## src/acsr_pkg.sv

```systemverilog
// Overview of operation
// - Ready bit reads 1 after fuse load.
// - Soft reset restores defaults, then self clears.
// - Power-down bit forces global power-down.
// - Selected GPIO pin also forces power-down.
// - Clear bit write resets sync-seen flag.
// - Channel B termination: 0=100 ohm, 1=200.
// - Channel A termination: 0=100 ohm, 1=200.
// - Overrange follows stretch, or latches when sticky.
// - Clear code 0x2 clears latched overrange.
// - Overrange pulse lasts length plus one.
// - Output termination bit selects 100 ohm.
// - Reduced-swing bit halves output swing.
// - Channel exchange resets 1; 0 exchanges channels.
package acsr_pkg;

  // ----------------------------------------
  // Bus geometry
  // ----------------------------------------
  localparam int APB_AW = 14;  // Byte address width
  localparam int IDX_W = 12;   // Register index width

  // ----------------------------------------
  // Register indices (byte address = index * 4)
  // ----------------------------------------
  localparam logic [11:0] IDX_CFG_READY = 12'h025;
  localparam logic [11:0] IDX_SOFT_RST = 12'h100;
  localparam logic [11:0] IDX_PDN = 12'h101;
  localparam logic [11:0] IDX_SYNC_CLR = 12'h102;
  localparam logic [11:0] IDX_TERM = 12'h104;
  localparam logic [11:0] IDX_OVR_CTL = 12'h10A;
  localparam logic [11:0] IDX_OVR_LEN = 12'h10B;
  localparam logic [11:0] IDX_STATUS = 12'h10C;
  localparam logic [11:0] IDX_OUT_CFG = 12'h110;
  localparam logic [11:0] IDX_GPIO_FN = 12'h146;

  // ----------------------------------------
  // Field positions
  // ----------------------------------------
  localparam int BIT_CFG_READY = 4;
  localparam int BIT_SOFT_RST = 0;
  localparam int BIT_PDN = 4;
  localparam int BIT_SYNC_CLR = 6;
  localparam int BIT_TERM_A = 0;
  localparam int BIT_TERM_B = 1;
  localparam int BIT_OVR_STICKY = 0;
  localparam int BIT_OVR_CLR_LO = 1;
  localparam int BIT_OUT_TERM = 7;
  localparam int BIT_HALF_SWING = 5;
  localparam int BIT_CH_EXCH = 1;
  localparam int BIT_ST_OVR = 0;
  localparam int BIT_ST_SYNC = 1;

  // ----------------------------------------
  // Reset values and codes
  // ----------------------------------------
  localparam logic [7:0] OVR_LEN_RST = 8'h00;
  localparam logic [1:0] OVR_CLR_CODE = 2'h2;
  localparam logic [7:0] OUT_CFG_RST = 8'h02;
  localparam logic [4:0] GPIO_FN_RST = 5'h00;

  // ----------------------------------------
  // Timing
  // ----------------------------------------
  localparam int CLK_PERIOD_NS = 10;
  localparam int FUSE_LOAD_NS = 1000;  // Modelled fuse load time
  // Least time, rounded up to whole cycles
  localparam int FUSE_LOAD_CYC = (FUSE_LOAD_NS + CLK_PERIOD_NS - 1) / CLK_PERIOD_NS;

  // Analog and output controls leaving the block
  typedef struct packed {
    logic global_power_down;        // Global power-down
    logic term_b;         // Channel B termination select
    logic term_a;         // Channel A termination select
    logic out_term;       // Output termination 100 ohm
    logic half_swing;     // Reduced output swing
    logic chan_exchange;  // 1 normal, 0 exchanged
  } acsr_ctl_s;

endpackage

```

## src/acsr_regs.sv

```systemverilog
// Implementation choice: register access over APB.
`timescale 1ns/1ps
// ----------------------------------------
// Converter control and status registers, APB slave
// ----------------------------------------
module acsr_regs
  import acsr_pkg::*;
#(
  parameter int NUM_GPIO = 4  // General-purpose pins that may carry power-down
) (
  input wire logic pclk,
  input wire logic presetn,
  input wire logic psel,
  input wire logic penable,
  input wire logic pwrite,
  input wire logic [APB_AW-1:0] paddr,
  input wire logic [31:0] pwdata,
  output logic [31:0] prdata,
  output logic pready,
  output logic pslverr,
  input wire logic [NUM_GPIO-1:0] gpio_in,  // Pins, asynchronous
  input wire logic ovr_raw,                 // Core overrange event, pclk domain
  input wire logic sync_event,              // Sync detected, pclk domain
  output acsr_ctl_s ctl,
  output logic ovr_ind,
  output logic sync_seen_flag,
  output logic cfg_ready
);

  if (NUM_GPIO < 1 || NUM_GPIO > 31) begin : g_bad_gpio
    $error("acsr_regs: NUM_GPIO must be 1 to 31");
  end

  // ----------------------------------------
  // Decode helper
  // ----------------------------------------
  function automatic logic is_mapped(input logic [IDX_W-1:0] idx);
    case (idx)
      IDX_CFG_READY, IDX_SOFT_RST, IDX_PDN, IDX_SYNC_CLR, IDX_TERM,
      IDX_OVR_CTL, IDX_OVR_LEN, IDX_STATUS, IDX_OUT_CFG, IDX_GPIO_FN: is_mapped = 1'b1;
      default: is_mapped = 1'b0;
    endcase
  endfunction

  // ----------------------------------------
  // Declarations
  // ----------------------------------------
  logic [IDX_W-1:0] idx;            // Word index of the access
  logic acc;                        // First access-phase cycle
  logic wr_en;                      // Write takes effect this edge
  logic [6:0] fuse_cnt_reg;         // Fuse load countdown
  logic [6:0] fuse_cnt_next;
  logic cfg_rdy_reg;                // Fuses applied
  logic cfg_rdy_next;
  logic soft_rst_reg;               // Self-clearing soft reset
  logic soft_rst_next;
  logic pdn_reg;                    // Global power-down bit
  logic pdn_next;
  logic sclr_reg;                   // Stored sync clear bit
  logic sclr_next;
  logic sclr_pulse;                 // Write of 1 to the clear bit
  logic [1:0] term_reg;             // Input termination selects
  logic [1:0] term_next;
  logic ovr_sticky_reg;             // Overrange latch mode
  logic ovr_sticky_next;
  logic [1:0] ovr_clr_reg;          // Overrange clear field
  logic [1:0] ovr_clr_next;
  logic ovr_clr_pulse;              // Clear code written
  logic [7:0] ovr_len_reg;          // Stretch length
  logic [7:0] ovr_len_next;
  logic [7:0] out_cfg_reg;          // Output configuration
  logic [7:0] out_cfg_next;
  logic [4:0] gpio_fn_reg;          // Pin used for power-down, 0 none
  logic [4:0] gpio_fn_next;
  logic sync_reg;                   // Sync-seen flag
  logic sync_next;
  logic [NUM_GPIO-1:0] gpio_s1;     // Synchroniser first stage
  logic [NUM_GPIO-1:0] gpio_s2;     // Synchroniser second stage
  logic gpio_pdn;                   // Selected pin level
  acsr_ctl_s ctl_reg;
  acsr_ctl_s ctl_next;
  logic [31:0] prdata_reg;
  logic [31:0] prdata_next;
  logic pready_reg;
  logic pslverr_reg;
  logic [7:0] rd_byte;              // Read mux result

  assign idx = paddr[APB_AW-1:2];
  // One wait state: pready rises on the second access cycle
  assign acc = psel & penable & ~pready_reg;
  assign wr_en = psel & penable & pwrite & pready_reg;
  assign sclr_pulse = wr_en && idx == IDX_SYNC_CLR && pwdata[BIT_SYNC_CLR];
  assign ovr_clr_pulse = wr_en && idx == IDX_OVR_CTL &&
    pwdata[BIT_OVR_CLR_LO+1:BIT_OVR_CLR_LO] == OVR_CLR_CODE;

  // ----------------------------------------
  // Fuse load after hardware reset
  // ----------------------------------------
  // Soft reset does not restart it: fuses are loaded once per power-up reset
  always_comb begin
    fuse_cnt_next = fuse_cnt_reg;
    if (fuse_cnt_reg != '0) begin
      fuse_cnt_next = fuse_cnt_reg - 7'h01;
    end
    cfg_rdy_next = cfg_rdy_reg | (fuse_cnt_reg == '0);
  end

  always_ff @(posedge pclk or negedge presetn) begin
    if (!presetn) begin
      fuse_cnt_reg <= 7'(FUSE_LOAD_CYC - 1);
      cfg_rdy_reg <= 1'b0;
    end else begin
      fuse_cnt_reg <= fuse_cnt_next;
      cfg_rdy_reg <= cfg_rdy_next;
    end
  end

  // ----------------------------------------
  // Register file next state
  // ----------------------------------------
  // Reserved bits are not stored, so they always read zero
  always_comb begin
    soft_rst_next = 1'b0;
    pdn_next = pdn_reg;
    sclr_next = sclr_reg;
    term_next = term_reg;
    ovr_sticky_next = ovr_sticky_reg;
    ovr_clr_next = ovr_clr_reg;
    ovr_len_next = ovr_len_reg;
    out_cfg_next = out_cfg_reg;
    gpio_fn_next = gpio_fn_reg;
    if (soft_rst_reg) begin
      // Every writable register back to its default
      pdn_next = 1'b0;
      sclr_next = 1'b0;
      term_next = 2'h0;
      ovr_sticky_next = 1'b0;
      ovr_clr_next = 2'h0;
      ovr_len_next = OVR_LEN_RST;
      out_cfg_next = OUT_CFG_RST;
      gpio_fn_next = GPIO_FN_RST;
    end else if (wr_en) begin
      unique case (idx)
        IDX_SOFT_RST: soft_rst_next = pwdata[BIT_SOFT_RST];
        IDX_PDN: pdn_next = pwdata[BIT_PDN];
        IDX_SYNC_CLR: sclr_next = pwdata[BIT_SYNC_CLR];
        IDX_TERM: term_next = pwdata[1:0];
        IDX_OVR_CTL: begin
          ovr_sticky_next = pwdata[BIT_OVR_STICKY];
          ovr_clr_next = pwdata[BIT_OVR_CLR_LO+1:BIT_OVR_CLR_LO];
        end
        IDX_OVR_LEN: ovr_len_next = pwdata[7:0];
        IDX_OUT_CFG: begin
          out_cfg_next = '0;
          out_cfg_next[BIT_OUT_TERM] = pwdata[BIT_OUT_TERM];
          out_cfg_next[BIT_HALF_SWING] = pwdata[BIT_HALF_SWING];
          out_cfg_next[BIT_CH_EXCH] = pwdata[BIT_CH_EXCH];
        end
        IDX_GPIO_FN: gpio_fn_next = pwdata[4:0];
        default: begin
          // Ready bit and status are read only; unmapped writes are dropped
        end
      endcase
    end
    // Set wins over a clear in the same cycle
    sync_next = sync_event | (sync_reg & ~sclr_pulse & ~soft_rst_reg);
  end

  always_ff @(posedge pclk or negedge presetn) begin
    if (!presetn) begin
      soft_rst_reg <= 1'b0;
      pdn_reg <= 1'b0;
      sclr_reg <= 1'b0;
      term_reg <= 2'h0;
      ovr_sticky_reg <= 1'b0;
      ovr_clr_reg <= 2'h0;
      ovr_len_reg <= OVR_LEN_RST;
      out_cfg_reg <= OUT_CFG_RST;
      gpio_fn_reg <= GPIO_FN_RST;
      sync_reg <= 1'b0;
    end else begin
      soft_rst_reg <= soft_rst_next;
      pdn_reg <= pdn_next;
      sclr_reg <= sclr_next;
      term_reg <= term_next;
      ovr_sticky_reg <= ovr_sticky_next;
      ovr_clr_reg <= ovr_clr_next;
      ovr_len_reg <= ovr_len_next;
      out_cfg_reg <= out_cfg_next;
      gpio_fn_reg <= gpio_fn_next;
      sync_reg <= sync_next;
    end
  end

  // ----------------------------------------
  // Pin synchroniser and power-down select
  // ----------------------------------------
  always_ff @(posedge pclk or negedge presetn) begin
    if (!presetn) begin
      gpio_s1 <= '0;
      gpio_s2 <= '0;
    end else begin
      gpio_s1 <= gpio_in;
      gpio_s2 <= gpio_s1;
    end
  end

  // Only the second stage is looked at
  always_comb begin
    gpio_pdn = 1'b0;
    for (int i = 0; i < NUM_GPIO; i++) begin
      if (gpio_fn_reg == 5'(i + 1)) begin
        gpio_pdn = gpio_s2[i];
      end
    end
  end

  // ----------------------------------------
  // Overrange conditioning
  // ----------------------------------------
  acsr_ovr_stretch #(
    .LEN_W(8)
  ) u_acsr_ovr_stretch (
    .pclk(pclk),
    .presetn(presetn),
    .ovr_raw(ovr_raw),
    .sticky(ovr_sticky_reg),
    .len(ovr_len_reg),
    .clr(ovr_clr_pulse),
    .soft_clr(soft_rst_reg),
    .ovr_ind(ovr_ind),
    .cnt_mon()
  );

  // ----------------------------------------
  // Control outputs and APB answer
  // ----------------------------------------
  always_comb begin
    ctl_next.global_power_down = pdn_reg | gpio_pdn;
    ctl_next.term_b = term_reg[BIT_TERM_B];
    ctl_next.term_a = term_reg[BIT_TERM_A];
    ctl_next.out_term = out_cfg_reg[BIT_OUT_TERM];
    ctl_next.half_swing = out_cfg_reg[BIT_HALF_SWING];
    ctl_next.chan_exchange = out_cfg_reg[BIT_CH_EXCH];
    rd_byte = 8'h00;
    case (idx)
      IDX_CFG_READY: rd_byte[BIT_CFG_READY] = cfg_rdy_reg;
      IDX_SOFT_RST: rd_byte[BIT_SOFT_RST] = soft_rst_reg;
      IDX_PDN: rd_byte[BIT_PDN] = pdn_reg;
      IDX_SYNC_CLR: rd_byte[BIT_SYNC_CLR] = sclr_reg;
      IDX_TERM: rd_byte[1:0] = term_reg;
      IDX_OVR_CTL: rd_byte[2:0] = {ovr_clr_reg, ovr_sticky_reg};
      IDX_OVR_LEN: rd_byte = ovr_len_reg;
      IDX_STATUS: rd_byte[BIT_ST_SYNC:BIT_ST_OVR] = {sync_reg, ovr_ind};
      IDX_OUT_CFG: rd_byte = out_cfg_reg;
      IDX_GPIO_FN: rd_byte[4:0] = gpio_fn_reg;
      default: rd_byte = 8'h00;
    endcase
    prdata_next = prdata_reg;
    if (acc) begin
      prdata_next = (pwrite) ? 32'h0000_0000 : {24'h000000, rd_byte};
    end
  end

  always_ff @(posedge pclk or negedge presetn) begin
    if (!presetn) begin
      ctl_reg <= '0;
      prdata_reg <= 32'h0000_0000;
      pready_reg <= 1'b0;
      pslverr_reg <= 1'b0;
    end else begin
      ctl_reg <= ctl_next;
      prdata_reg <= prdata_next;
      pready_reg <= acc;
      pslverr_reg <= acc & ~is_mapped(idx);  // Unmapped answers with an error
    end
  end

  assign prdata = prdata_reg;
  assign pready = pready_reg;
  assign pslverr = pslverr_reg;
  assign ctl = ctl_reg;
  assign sync_seen_flag = sync_reg;
  assign cfg_ready = cfg_rdy_reg;

  // ----------------------------------------
  // Assertions
  // ----------------------------------------
  a_cfg_ready_wait: assert property (@(posedge pclk) disable iff (!presetn)
    (fuse_cnt_reg != '0) |-> !cfg_rdy_reg)
    else $error("ready bit set during fuse load");
  a_cfg_ready_set: assert property (@(posedge pclk) disable iff (!presetn)
    (fuse_cnt_reg == '0) |=> cfg_rdy_reg)
    else $error("ready bit not set after fuse load");
  a_soft_rst_self: assert property (@(posedge pclk) disable iff (!presetn)
    soft_rst_reg |=> (!soft_rst_reg && term_reg == 2'h0 && !pdn_reg &&
      out_cfg_reg == OUT_CFG_RST && ovr_len_reg == OVR_LEN_RST))
    else $error("soft reset did not restore and clear");
  a_pdn_drive: assert property (@(posedge pclk) disable iff (!presetn)
    (wr_en && idx == IDX_PDN && pwdata[BIT_PDN]) |=> ##1 ctl.global_power_down)
    else $error("power-down bit did not reach output");
  a_gpio_pdn: assert property (@(posedge pclk) disable iff (!presetn)
    (gpio_fn_reg == 5'h01 && gpio_in[0]) ##1 (gpio_fn_reg == 5'h01) [*2] |=> ctl.global_power_down)
    else $error("selected pin did not power down");
  a_sync_clear: assert property (@(posedge pclk) disable iff (!presetn)
    (sclr_pulse && !sync_event) |=> !sync_seen_flag)
    else $error("sync-seen flag not cleared");
  a_sync_set_wins: assert property (@(posedge pclk) disable iff (!presetn)
    sync_event |=> sync_seen_flag)
    else $error("sync event lost");
  a_term_select: assert property (@(posedge pclk) disable iff (!presetn)
    (wr_en && idx == IDX_TERM && !soft_rst_reg) |=> ##1
      ({ctl.term_b, ctl.term_a} == $past(pwdata[1:0], 2)))
    else $error("termination select mismatch");
  a_out_cfg_bits: assert property (@(posedge pclk) disable iff (!presetn)
    (wr_en && idx == IDX_OUT_CFG && !soft_rst_reg) |=> ##1
      (ctl.out_term == $past(pwdata[7], 2) && ctl.half_swing == $past(pwdata[5], 2)))
    else $error("output configuration mismatch");
  a_exchange_reset: assert property (@(posedge pclk) disable iff (!presetn)
    soft_rst_reg |=> ##1 ctl.chan_exchange)
    else $error("channel exchange not back to normal");
  c_soft_reset: cover property (@(posedge pclk) disable iff (!presetn) soft_rst_reg);
  c_sync_clear: cover property (@(posedge pclk) disable iff (!presetn)
    sync_seen_flag ##1 sclr_pulse);
  c_gpio_pdn: cover property (@(posedge pclk) disable iff (!presetn) gpio_pdn && !pdn_reg);

endmodule // acsr_regs

```

## src/acsr_ovr_stretch.sv

```systemverilog
`timescale 1ns/1ps
// ----------------------------------------
// Overrange pulse stretcher and latch
// ----------------------------------------
module acsr_ovr_stretch
  import acsr_pkg::*;
#(
  parameter int LEN_W = 8
) (
  input wire logic pclk,
  input wire logic presetn,
  input wire logic ovr_raw,          // Overrange event from converter core
  input wire logic sticky,           // Latch mode
  input wire logic [LEN_W-1:0] len,  // Stretch length minus one
  input wire logic clr,              // Clear pulse for latched state
  input wire logic soft_clr,         // Soft reset pulse
  output logic ovr_ind,              // Overrange indicator
  output logic [LEN_W-1:0] cnt_mon   // Remaining stretch count
);

  logic [LEN_W-1:0] cnt_reg;  // Cycles left after the current one
  logic [LEN_W-1:0] cnt_next;
  logic ind_reg;
  logic ind_next;

  if (LEN_W < 1 || LEN_W > 16) begin : g_bad_len
    $error("acsr_ovr_stretch: LEN_W out of range");
  end

  // Next state: a new event restarts the stretch
  always_comb begin
    cnt_next = cnt_reg;
    ind_next = ind_reg;
    if (ovr_raw) begin
      cnt_next = len;
    end else if (soft_clr) begin
      cnt_next = '0;
    end else if (cnt_reg != '0) begin
      cnt_next = cnt_reg - 1'b1;
    end
    if (sticky) begin
      // Event wins over a clear in the same cycle
      ind_next = ovr_raw | (ind_reg & ~clr & ~soft_clr);
    end else begin
      // High for len+1 cycles after the last event
      ind_next = ovr_raw | ((cnt_reg != '0) & ~soft_clr);
    end
  end

  // Registers only
  always_ff @(posedge pclk or negedge presetn) begin
    if (!presetn) begin
      cnt_reg <= '0;
      ind_reg <= 1'b0;
    end else begin
      cnt_reg <= cnt_next;
      ind_reg <= ind_next;
    end
  end

  assign ovr_ind = ind_reg;
  assign cnt_mon = cnt_reg;

  // ----------------------------------------
  // Assertions
  // ----------------------------------------
  a_ovr_stretch_len: assert property (@(posedge pclk) disable iff (!presetn)
    (ovr_raw && !sticky) |=> (ind_reg && cnt_reg == $past(len)))
    else $error("stretch did not load length");
  a_ovr_stretch_end: assert property (@(posedge pclk) disable iff (!presetn)
    (!sticky && !ovr_raw && cnt_reg == '0) |=> !ind_reg)
    else $error("stretched overrange did not end");
  a_ovr_sticky_hold: assert property (@(posedge pclk) disable iff (!presetn)
    (sticky && ind_reg && !clr && !soft_clr) |=> ind_reg)
    else $error("latched overrange dropped");
  a_ovr_clear_code: assert property (@(posedge pclk) disable iff (!presetn)
    (sticky && clr && !ovr_raw) |=> !ind_reg)
    else $error("latched overrange not cleared");
  c_ovr_sticky_clear: cover property (@(posedge pclk) disable iff (!presetn)
    sticky && ind_reg && clr);

endmodule // acsr_ovr_stretch

```

## config.mk

```make
export PLATFORM = sky130hd
export DESIGN_NAME = acsr_regs
export DESIGN_NICKNAME = d
export VERILOG_FILES = /design/src/acsr_pkg.sv /design/src/acsr_regs.sv /design/src/acsr_ovr_stretch.sv
export SDC_FILE = /design/constraint.sdc
export NUM_CORES = 1
export LEC_CHECK = 0
export BUFFER_PORTS_ARGS = -buffer_cell sky130_fd_sc_hd__buf_2
export CAP_MARGIN = 15
export CORE_MARGIN = 5
export CORE_UTILIZATION = 50
export DETAILED_ROUTE_END_ITERATION = 10
export PLACE_DENSITY = 0.78
export SLEW_MARGIN = 20
export SYNTH_ARGS = -nofsm -noshare
export SYNTH_HDL_FRONTEND = slang
export SYNTH_HIERARCHICAL = 1
export SYNTH_SLANG_ARGS = --single-unit
```

## constraint.sdc

```tcl
create_clock -name pclk -period 5.1 [get_ports pclk]
set_input_delay 1.02 -clock pclk [delete_from_list [all_inputs] [get_ports pclk]]
set_output_delay 1.02 -clock pclk [all_outputs]
set_load 0.01 [all_outputs]
```

* After elaboration in Yosys (flattened, before gate mapping)
Index checks and enable logic that the tools add are counted.
** Cells by class
- Add/sub/neg operators :: 2
- Multipliers :: 0
- Reductions and logical operators :: 24
- Multiplexer cells :: 45
- Shift operators :: 0
- $lt $le $gt $ge :: 0
- Div/mod/pow operators :: 0
- Equal/unequal tests :: 15
- Bitwise logic cells :: 20
** Operators with widths (number)
- 12-bit by 9-bit equality test with 1-bit output (second input constant) :: 9
- 8-bit 2-to-1 mux :: 10
- 1-bit 2-to-1 mux :: 18
- 2-bit nonzero test :: 8
- 5-bit 2-to-1 mux :: 3
- 2-bit AND reduction :: 7
- 12-bit by 6-bit equality test with 1-bit output (second input constant) :: 1
- 2-bit 2-to-1 mux :: 6
- 1-bit AND :: 10
- 5-bit by 2-bit equality test with 1-bit output (second input constant) :: 2
- 10-bit OR reduction :: 1
- 8-bit nonzero test :: 1
- 8-bit by 1-bit subtractor with 8-bit output (second input constant) :: 1
- 7-bit logical NOT :: 1
- 1-bit one-hot mux with 7 select lines :: 1
- 7-bit nonzero test :: 1
- 7-bit by 1-bit subtractor with 7-bit output (second input constant) :: 1
- 1-bit one-hot mux with 3 select lines :: 2
- 1-bit one-hot mux with 6 select lines :: 1
- 5-bit by 1-bit equality test with 1-bit output (second input constant) :: 1
- 5-bit by 3-bit equality test with 1-bit output (second input constant) :: 1
- 1-bit NOT :: 5
- 1-bit OR :: 5
- 1-bit one-hot mux with 5 select lines :: 1
- 5 further kinds :: 9
** Storage, ports and cells
- Bits in registers :: 95
- Word-level logic and storage cells :: 131
- Memories :: 0
- Bits in read-only memories :: 0
- Bits in latches :: 0
- Bits of input ports :: 57
- Output and inout port bits :: 43
- RAM bits :: 0

* Depth between registers and ports, before layout
- Depth in word-level cells :: 10
- Depth in mapped cells :: 8
- Gate-level depth less buffers :: 7

* Modules after synthesis
The synthesis kept the hierarchy.
** By module, submodules not included
- acsr_regs :: area an instance 2730.1 um^2, cells each 258, sequential area each 1432.6 um^2, instances 1
- acsr_ovr_stretch :: area an instance 623.1 um^2, cells each 64, sequential area each 225.2 um^2, instances 1

* Worst setup path before layout
No wires, ideal clock.
- Path type :: input to register
- Start point :: input port paddr[11]
- End point :: register u_acsr_ovr_stretch.ind_reg (netlist: u_acsr_ovr_stretch/ovr_ind)
- Setup slack :: 2.154 ns
- Library setup time :: 0.136 ns
- Required time :: 4.964 ns
- Stages :: 8
- Path buffers :: 1
- Arrival :: 2.810 ns
- Cell sequence :: or4b_1 -> buf_6 -> nor3_2 -> nand3_1 -> nor3b_1 -> nor2_1 -> a31oi_1 -> o31ai_1
** On the way
- Word-level cells in the longest chain between the ends :: 8
** Ends and longest elaborated chain
- start, declared :: RTL line acsr_regs.sv:16 : input wire logic [APB_AW-1:0] paddr,
- 12-bit by 9-bit equality test with 1-bit output :: RTL line acsr_regs.sv:93 : assign ovr_clr_pulse = wr_en && idx == IDX_OVR_CTL &&
- 1-bit logical AND (2 in a row) :: RTL line acsr_regs.sv:93
- named net ovr_clr_pulse :: RTL line acsr_regs.sv:68 : logic ovr_clr_pulse;
- 1-bit NOT :: RTL line acsr_ovr_stretch.sv:43 : ind_next = ovr_raw | (ind_reg & ~clr & ~soft_clr);
- 1-bit AND (2 in a row) :: RTL line acsr_ovr_stretch.sv:43
- 1-bit OR :: RTL line acsr_ovr_stretch.sv:43
- 1-bit 2-to-1 mux :: RTL line acsr_ovr_stretch.sv:41 : if (sticky) begin
- named net u_acsr_ovr_stretch.ind_next :: RTL line acsr_ovr_stretch.sv:24 : logic ind_next;
- end signal, assigned :: RTL line acsr_ovr_stretch.sv:57 : ind_reg <= ind_next;
- end, declared :: RTL line acsr_ovr_stretch.sv:23 : logic ind_reg;
The timed path passes the listed nets, and every way through them passes these cells.
A chain may end at the register's enable or synchronous reset.

* Worst setup path after layout
Same ends and word-level chain as after synthesis.

==> summary.md <==
| Metric | Value |
|---|---|
| Outcome | `finished clean` |
| Antenna violation net count after detailed routing | `0` |
| Switching component of the power | `0.000396 W` |
| Endpoint kind of the worst setup timing path | `register` |
| Starting density of the core | `between 50% and 60%` |
| Power density over the cells | `roughly 350 nW/um^2` |
| Post-CTS setup buffer count | `0` |
| FF-to-FF Start | `pready` |
| Cts bufs inserted | `9` |
| Largest driver fanout on the critical path | `8` |
| Worst Path Class, Setup | `in2reg` |
| Number of vias after detailed routing | `roughly 2600` |
| Die Height | `91.9 um` |
| Max Transition Viols Final | `0` |
| Half-perimeter wire length after detailed placement | `5310 um` |
| Clock transition time at the flip-flop clock pins of the worst setup and hold paths | `roughly 0.080 ns` |
| Number of design-rule violations left by the first detailed-router iteration | `307` |
| Drt first pass iters | `4` |
| Warning count from the yosys run | `6` |
| Clock share of power | `around a third` |
| Max-slew headroom | `about two fifths` |
| Synth unique cells | `61` |
| Period utilisation layout | `a little over three fifths` |
| Maximum number of pins on one net before global-route repair | `67` |
| Setup total negative slack | `0 ns` |
| Fin crit period | `3.20 ns` |
| Total power consumption of the routed design | `approximately 0.0013 W` |
| Fin. Hold Viols | `0` |
| Type of element launching the critical path | `primary input` |
| Register-to-register setup slack | `~3.1 ns` |
| Vias in the first global route | `roughly 2600` |
| Gate count of the mapped netlist | `322` |
| Leading cell type in the layout, fill and taps excluded | `sky130_fd_sc_hd__dfrtp_1` |
| WP data arrival | `3.42 ns` |
| H-tree depth reported by CTS | `3` |
| Sum of routed wire length over all layers | `7560 um` |
| Peak supply drop | `0.000214 V` |
| Core footprint | `approximately 6400 sq um` |
| Proportion of power drawn by combinational gates | `19.5%` |
| Post-CTS Resized | `0` |
| Critical Path RT | `roughly 5.3 ns` |
| Clock root buffer | `sky130_fd_sc_hd__clkbuf_8` |
| Register area | `1660 sq um` |
| Fmax achieved | `0.313 GHz` |
| Count of cells along the worst register-to-register path | `6` |
| Clock latency on the worst-skew pair | `0.35 ns` |
| Area fraction of the dominant cell type after synthesis | `45.5%` |
| Tot GR Track Use | `19.2%` |
| Terminus of the critical flop-to-flop path | `u_acsr_ovr_stretch/ovr_ind` |
| Slew at the pin with the worst max-slew slack | `roughly 0.89 ns` |
| Async SR Flop Fraction | `100%` |
| Cell internal power dissipation | `roughly 0.0009 W` |
| Library cell occupying the most area in the post-synthesis netlist | `sky130_fd_sc_hd__dfrtp_1` |
| Fraction of layout cells with a size suffix above 1 | `25.2%` |
| Avg Inst Size Synth | `10.4 sq um` |
| Layout overhead on the synthesized area | `12.1%` |
| TritonCTS Sinks | `66` |
| Proportion of power drawn by flip-flops and latches | `46.5%` |
| Placer congestion estimate | `0.871` |
| Most frequent cells in the layout | `sky130_fd_sc_hd__dfrtp_1, sky130_fd_sc_hd__buf_2, sky130_fd_sc_hd__nand2_1, sky130_fd_sc_hd__nor2_1, sky130_fd_sc_hd__conb_1` |
| Max Buffers Root-to-Sink | `2` |
| Setup clock skew after layout | `0.00857 ns` |
| Final Net Count | `around 430` |
| CTS tree | `yes` |
| Main area contributors after synthesis | `sky130_fd_sc_hd__dfrtp_1, sky130_fd_sc_hd__buf_4, sky130_fd_sc_hd__mux2i_1, sky130_fd_sc_hd__dfstp_2, sky130_fd_sc_hd__nand2_1` |
| Wire length of the first global-routing pass | `12800 um` |
| Static power due to leakage | `roughly 1.8 nW` |
| Setup Viol. Count Final | `0` |
| Floorplan die area | `8440 sq um` |
| Max-capacitance violation count | `0` |
| Via density per instance | `5.66` |
| # hold bufs at CTS | `0` |
| Switching share of power | `30.2%` |
| Antenna diode count | `0` |
| Count of port buffers added during placement | `49` |
| Syn Std Cell Area | `3350 sq um` |
| Die width | `91.9 um` |
| Number of antenna violations at the first check in global routing | `0` |
| RSZ-0062 raised after global routing | `no` |
| Sequential area share after synthesis | `49.4%` |
| Wire length per cell after detailed routing | `16.7 um` |
| Number of standard-cell rows in the floorplan | `29` |
| Primary FF master, synth | `sky130_fd_sc_hd__dfrtp_1` |
| Number of flops mapped to enable cells by yosys | `0` |
| Last element of the critical path | `u_acsr_ovr_stretch/ovr_ind` |
| Remaining DRCs | `0` |
| Start point of the critical path | `paddr[11]` |
| Filler Cell Count | `553` |
| FF+latch count, synth | `66` |
| Residual overflow from global routing | `0` |
| Area occupied by multi-input gates | `1500 sq um` |
| WHS | `around 0.35 ns` |
| Type of the tightest min-delay check | `reg2reg` |
| IO Count | `100` |
[cells by family (layout without fill, tap and decap cells)]
group	Yosys count	in the layout	synth area share, %
flops	66	66	49.4
fa+ha+maj	2	2	0.746
compound gates	57	57	11.2
other cells	1	24	0.112
mux	18	18	5.48
simple gates	125	125	22.5
xor+xnor	7	7	1.83
buf+inv	46	78	8.69
[power by group through the flow]
stage	clock, W	combinational, W	sequential [W]
2_1_floorplan	0	0.000231	0.000595
3_3_place_gp	0	0.000245	0.000615
3_5_place_dp	0	0.000254	0.000616
4_1_cts	0.000456	0.000256	0.000607
5_1_grt	0.000483	0.000284	0.000614
6_report	0.000444	0.000256	0.000609
[metal layers]
layer,vias up,global-route usage [%],share of wire [%]
met5,-,0,0
met4,0,7.43,1.3
met3,8,6.38,8.3
met2,111,31.5,50
met1,1251,23.4,40
li1,1199,-,-
[area by class of cell]
cell class,instances,share of cell area (%)
flip-flops and latches,66,44.1
multi-input cells,233,39.8
repair buffers,52,7.12
clock buffers,10,3.66
well taps,77,2.56
clock inverters,6,1.76
inverters,10,0.998
[critical path: stages]
cell                      delay (ns)
sky130_fd_sc_hd__buf_2          0.10
sky130_fd_sc_hd__or4b_1         0.72
sky130_fd_sc_hd__nor3_2         0.55
sky130_fd_sc_hd__nand3_1        0.34
sky130_fd_sc_hd__nor3b_1        0.32
sky130_fd_sc_hd__nor2_1         0.08
sky130_fd_sc_hd__a31oi_1        0.19
sky130_fd_sc_hd__o31ai_1        0.09
[cells in the mapped netlist (all sizes together), types with 3 or more instances]
master / n
a21oi: 21
nand3b: 3
or2: 3
mux2: 3
a22oi: 5
nor2: 30
a32o: 3
dfstp: 5
nand2: 29
and4: 3
inv: 10
a32oi: 3
buf: 31
xnor2: 5
nor4: 7
dfrtp: 61
mux2i: 15
nor3b: 3
nand3: 15
or3: 5
clkbuf: 5
o21ai: 11
nor3: 10
[per-stage QoR]
step | setup slack, ns | cell area, sq um | cells | utilization, %
6_report | 1.90 | 3760 | 454 | 58.5
5_1_grt | 1.88 | 3760 | 454 | 58.5
4_1_cts | 1.97 | 3760 | 454 | 58.5
3_5_place_dp | 1.60 | 3560 | 438 | 55.4
3_3_place_gp | 1.72 | 3550 | 438 | 55.3
2_1_floorplan | 2.15 | 3440 | 345 | -
[how the worst min path moves through the flow]
stage | from | to | slack, ns | cells past startpoint
after floorplan | gpio_s1[0] | gpio_s2[0] | 0.33 | 0
after global placement | gpio_s1[1] | gpio_s2[1] | 0.33 | 0
after detailed placement | gpio_s1[0] | gpio_s2[0] | 0.34 | 0
after CTS | gpio_s1[0] | gpio_s2[0] | 0.35 | 0
after global routing | gpio_s1[0] | gpio_s2[0] | 0.36 | 0
final | gpio_s1[0] | gpio_s2[0] | 0.35 | 0
No activity file was read; power rests on OpenSTA's default activity.
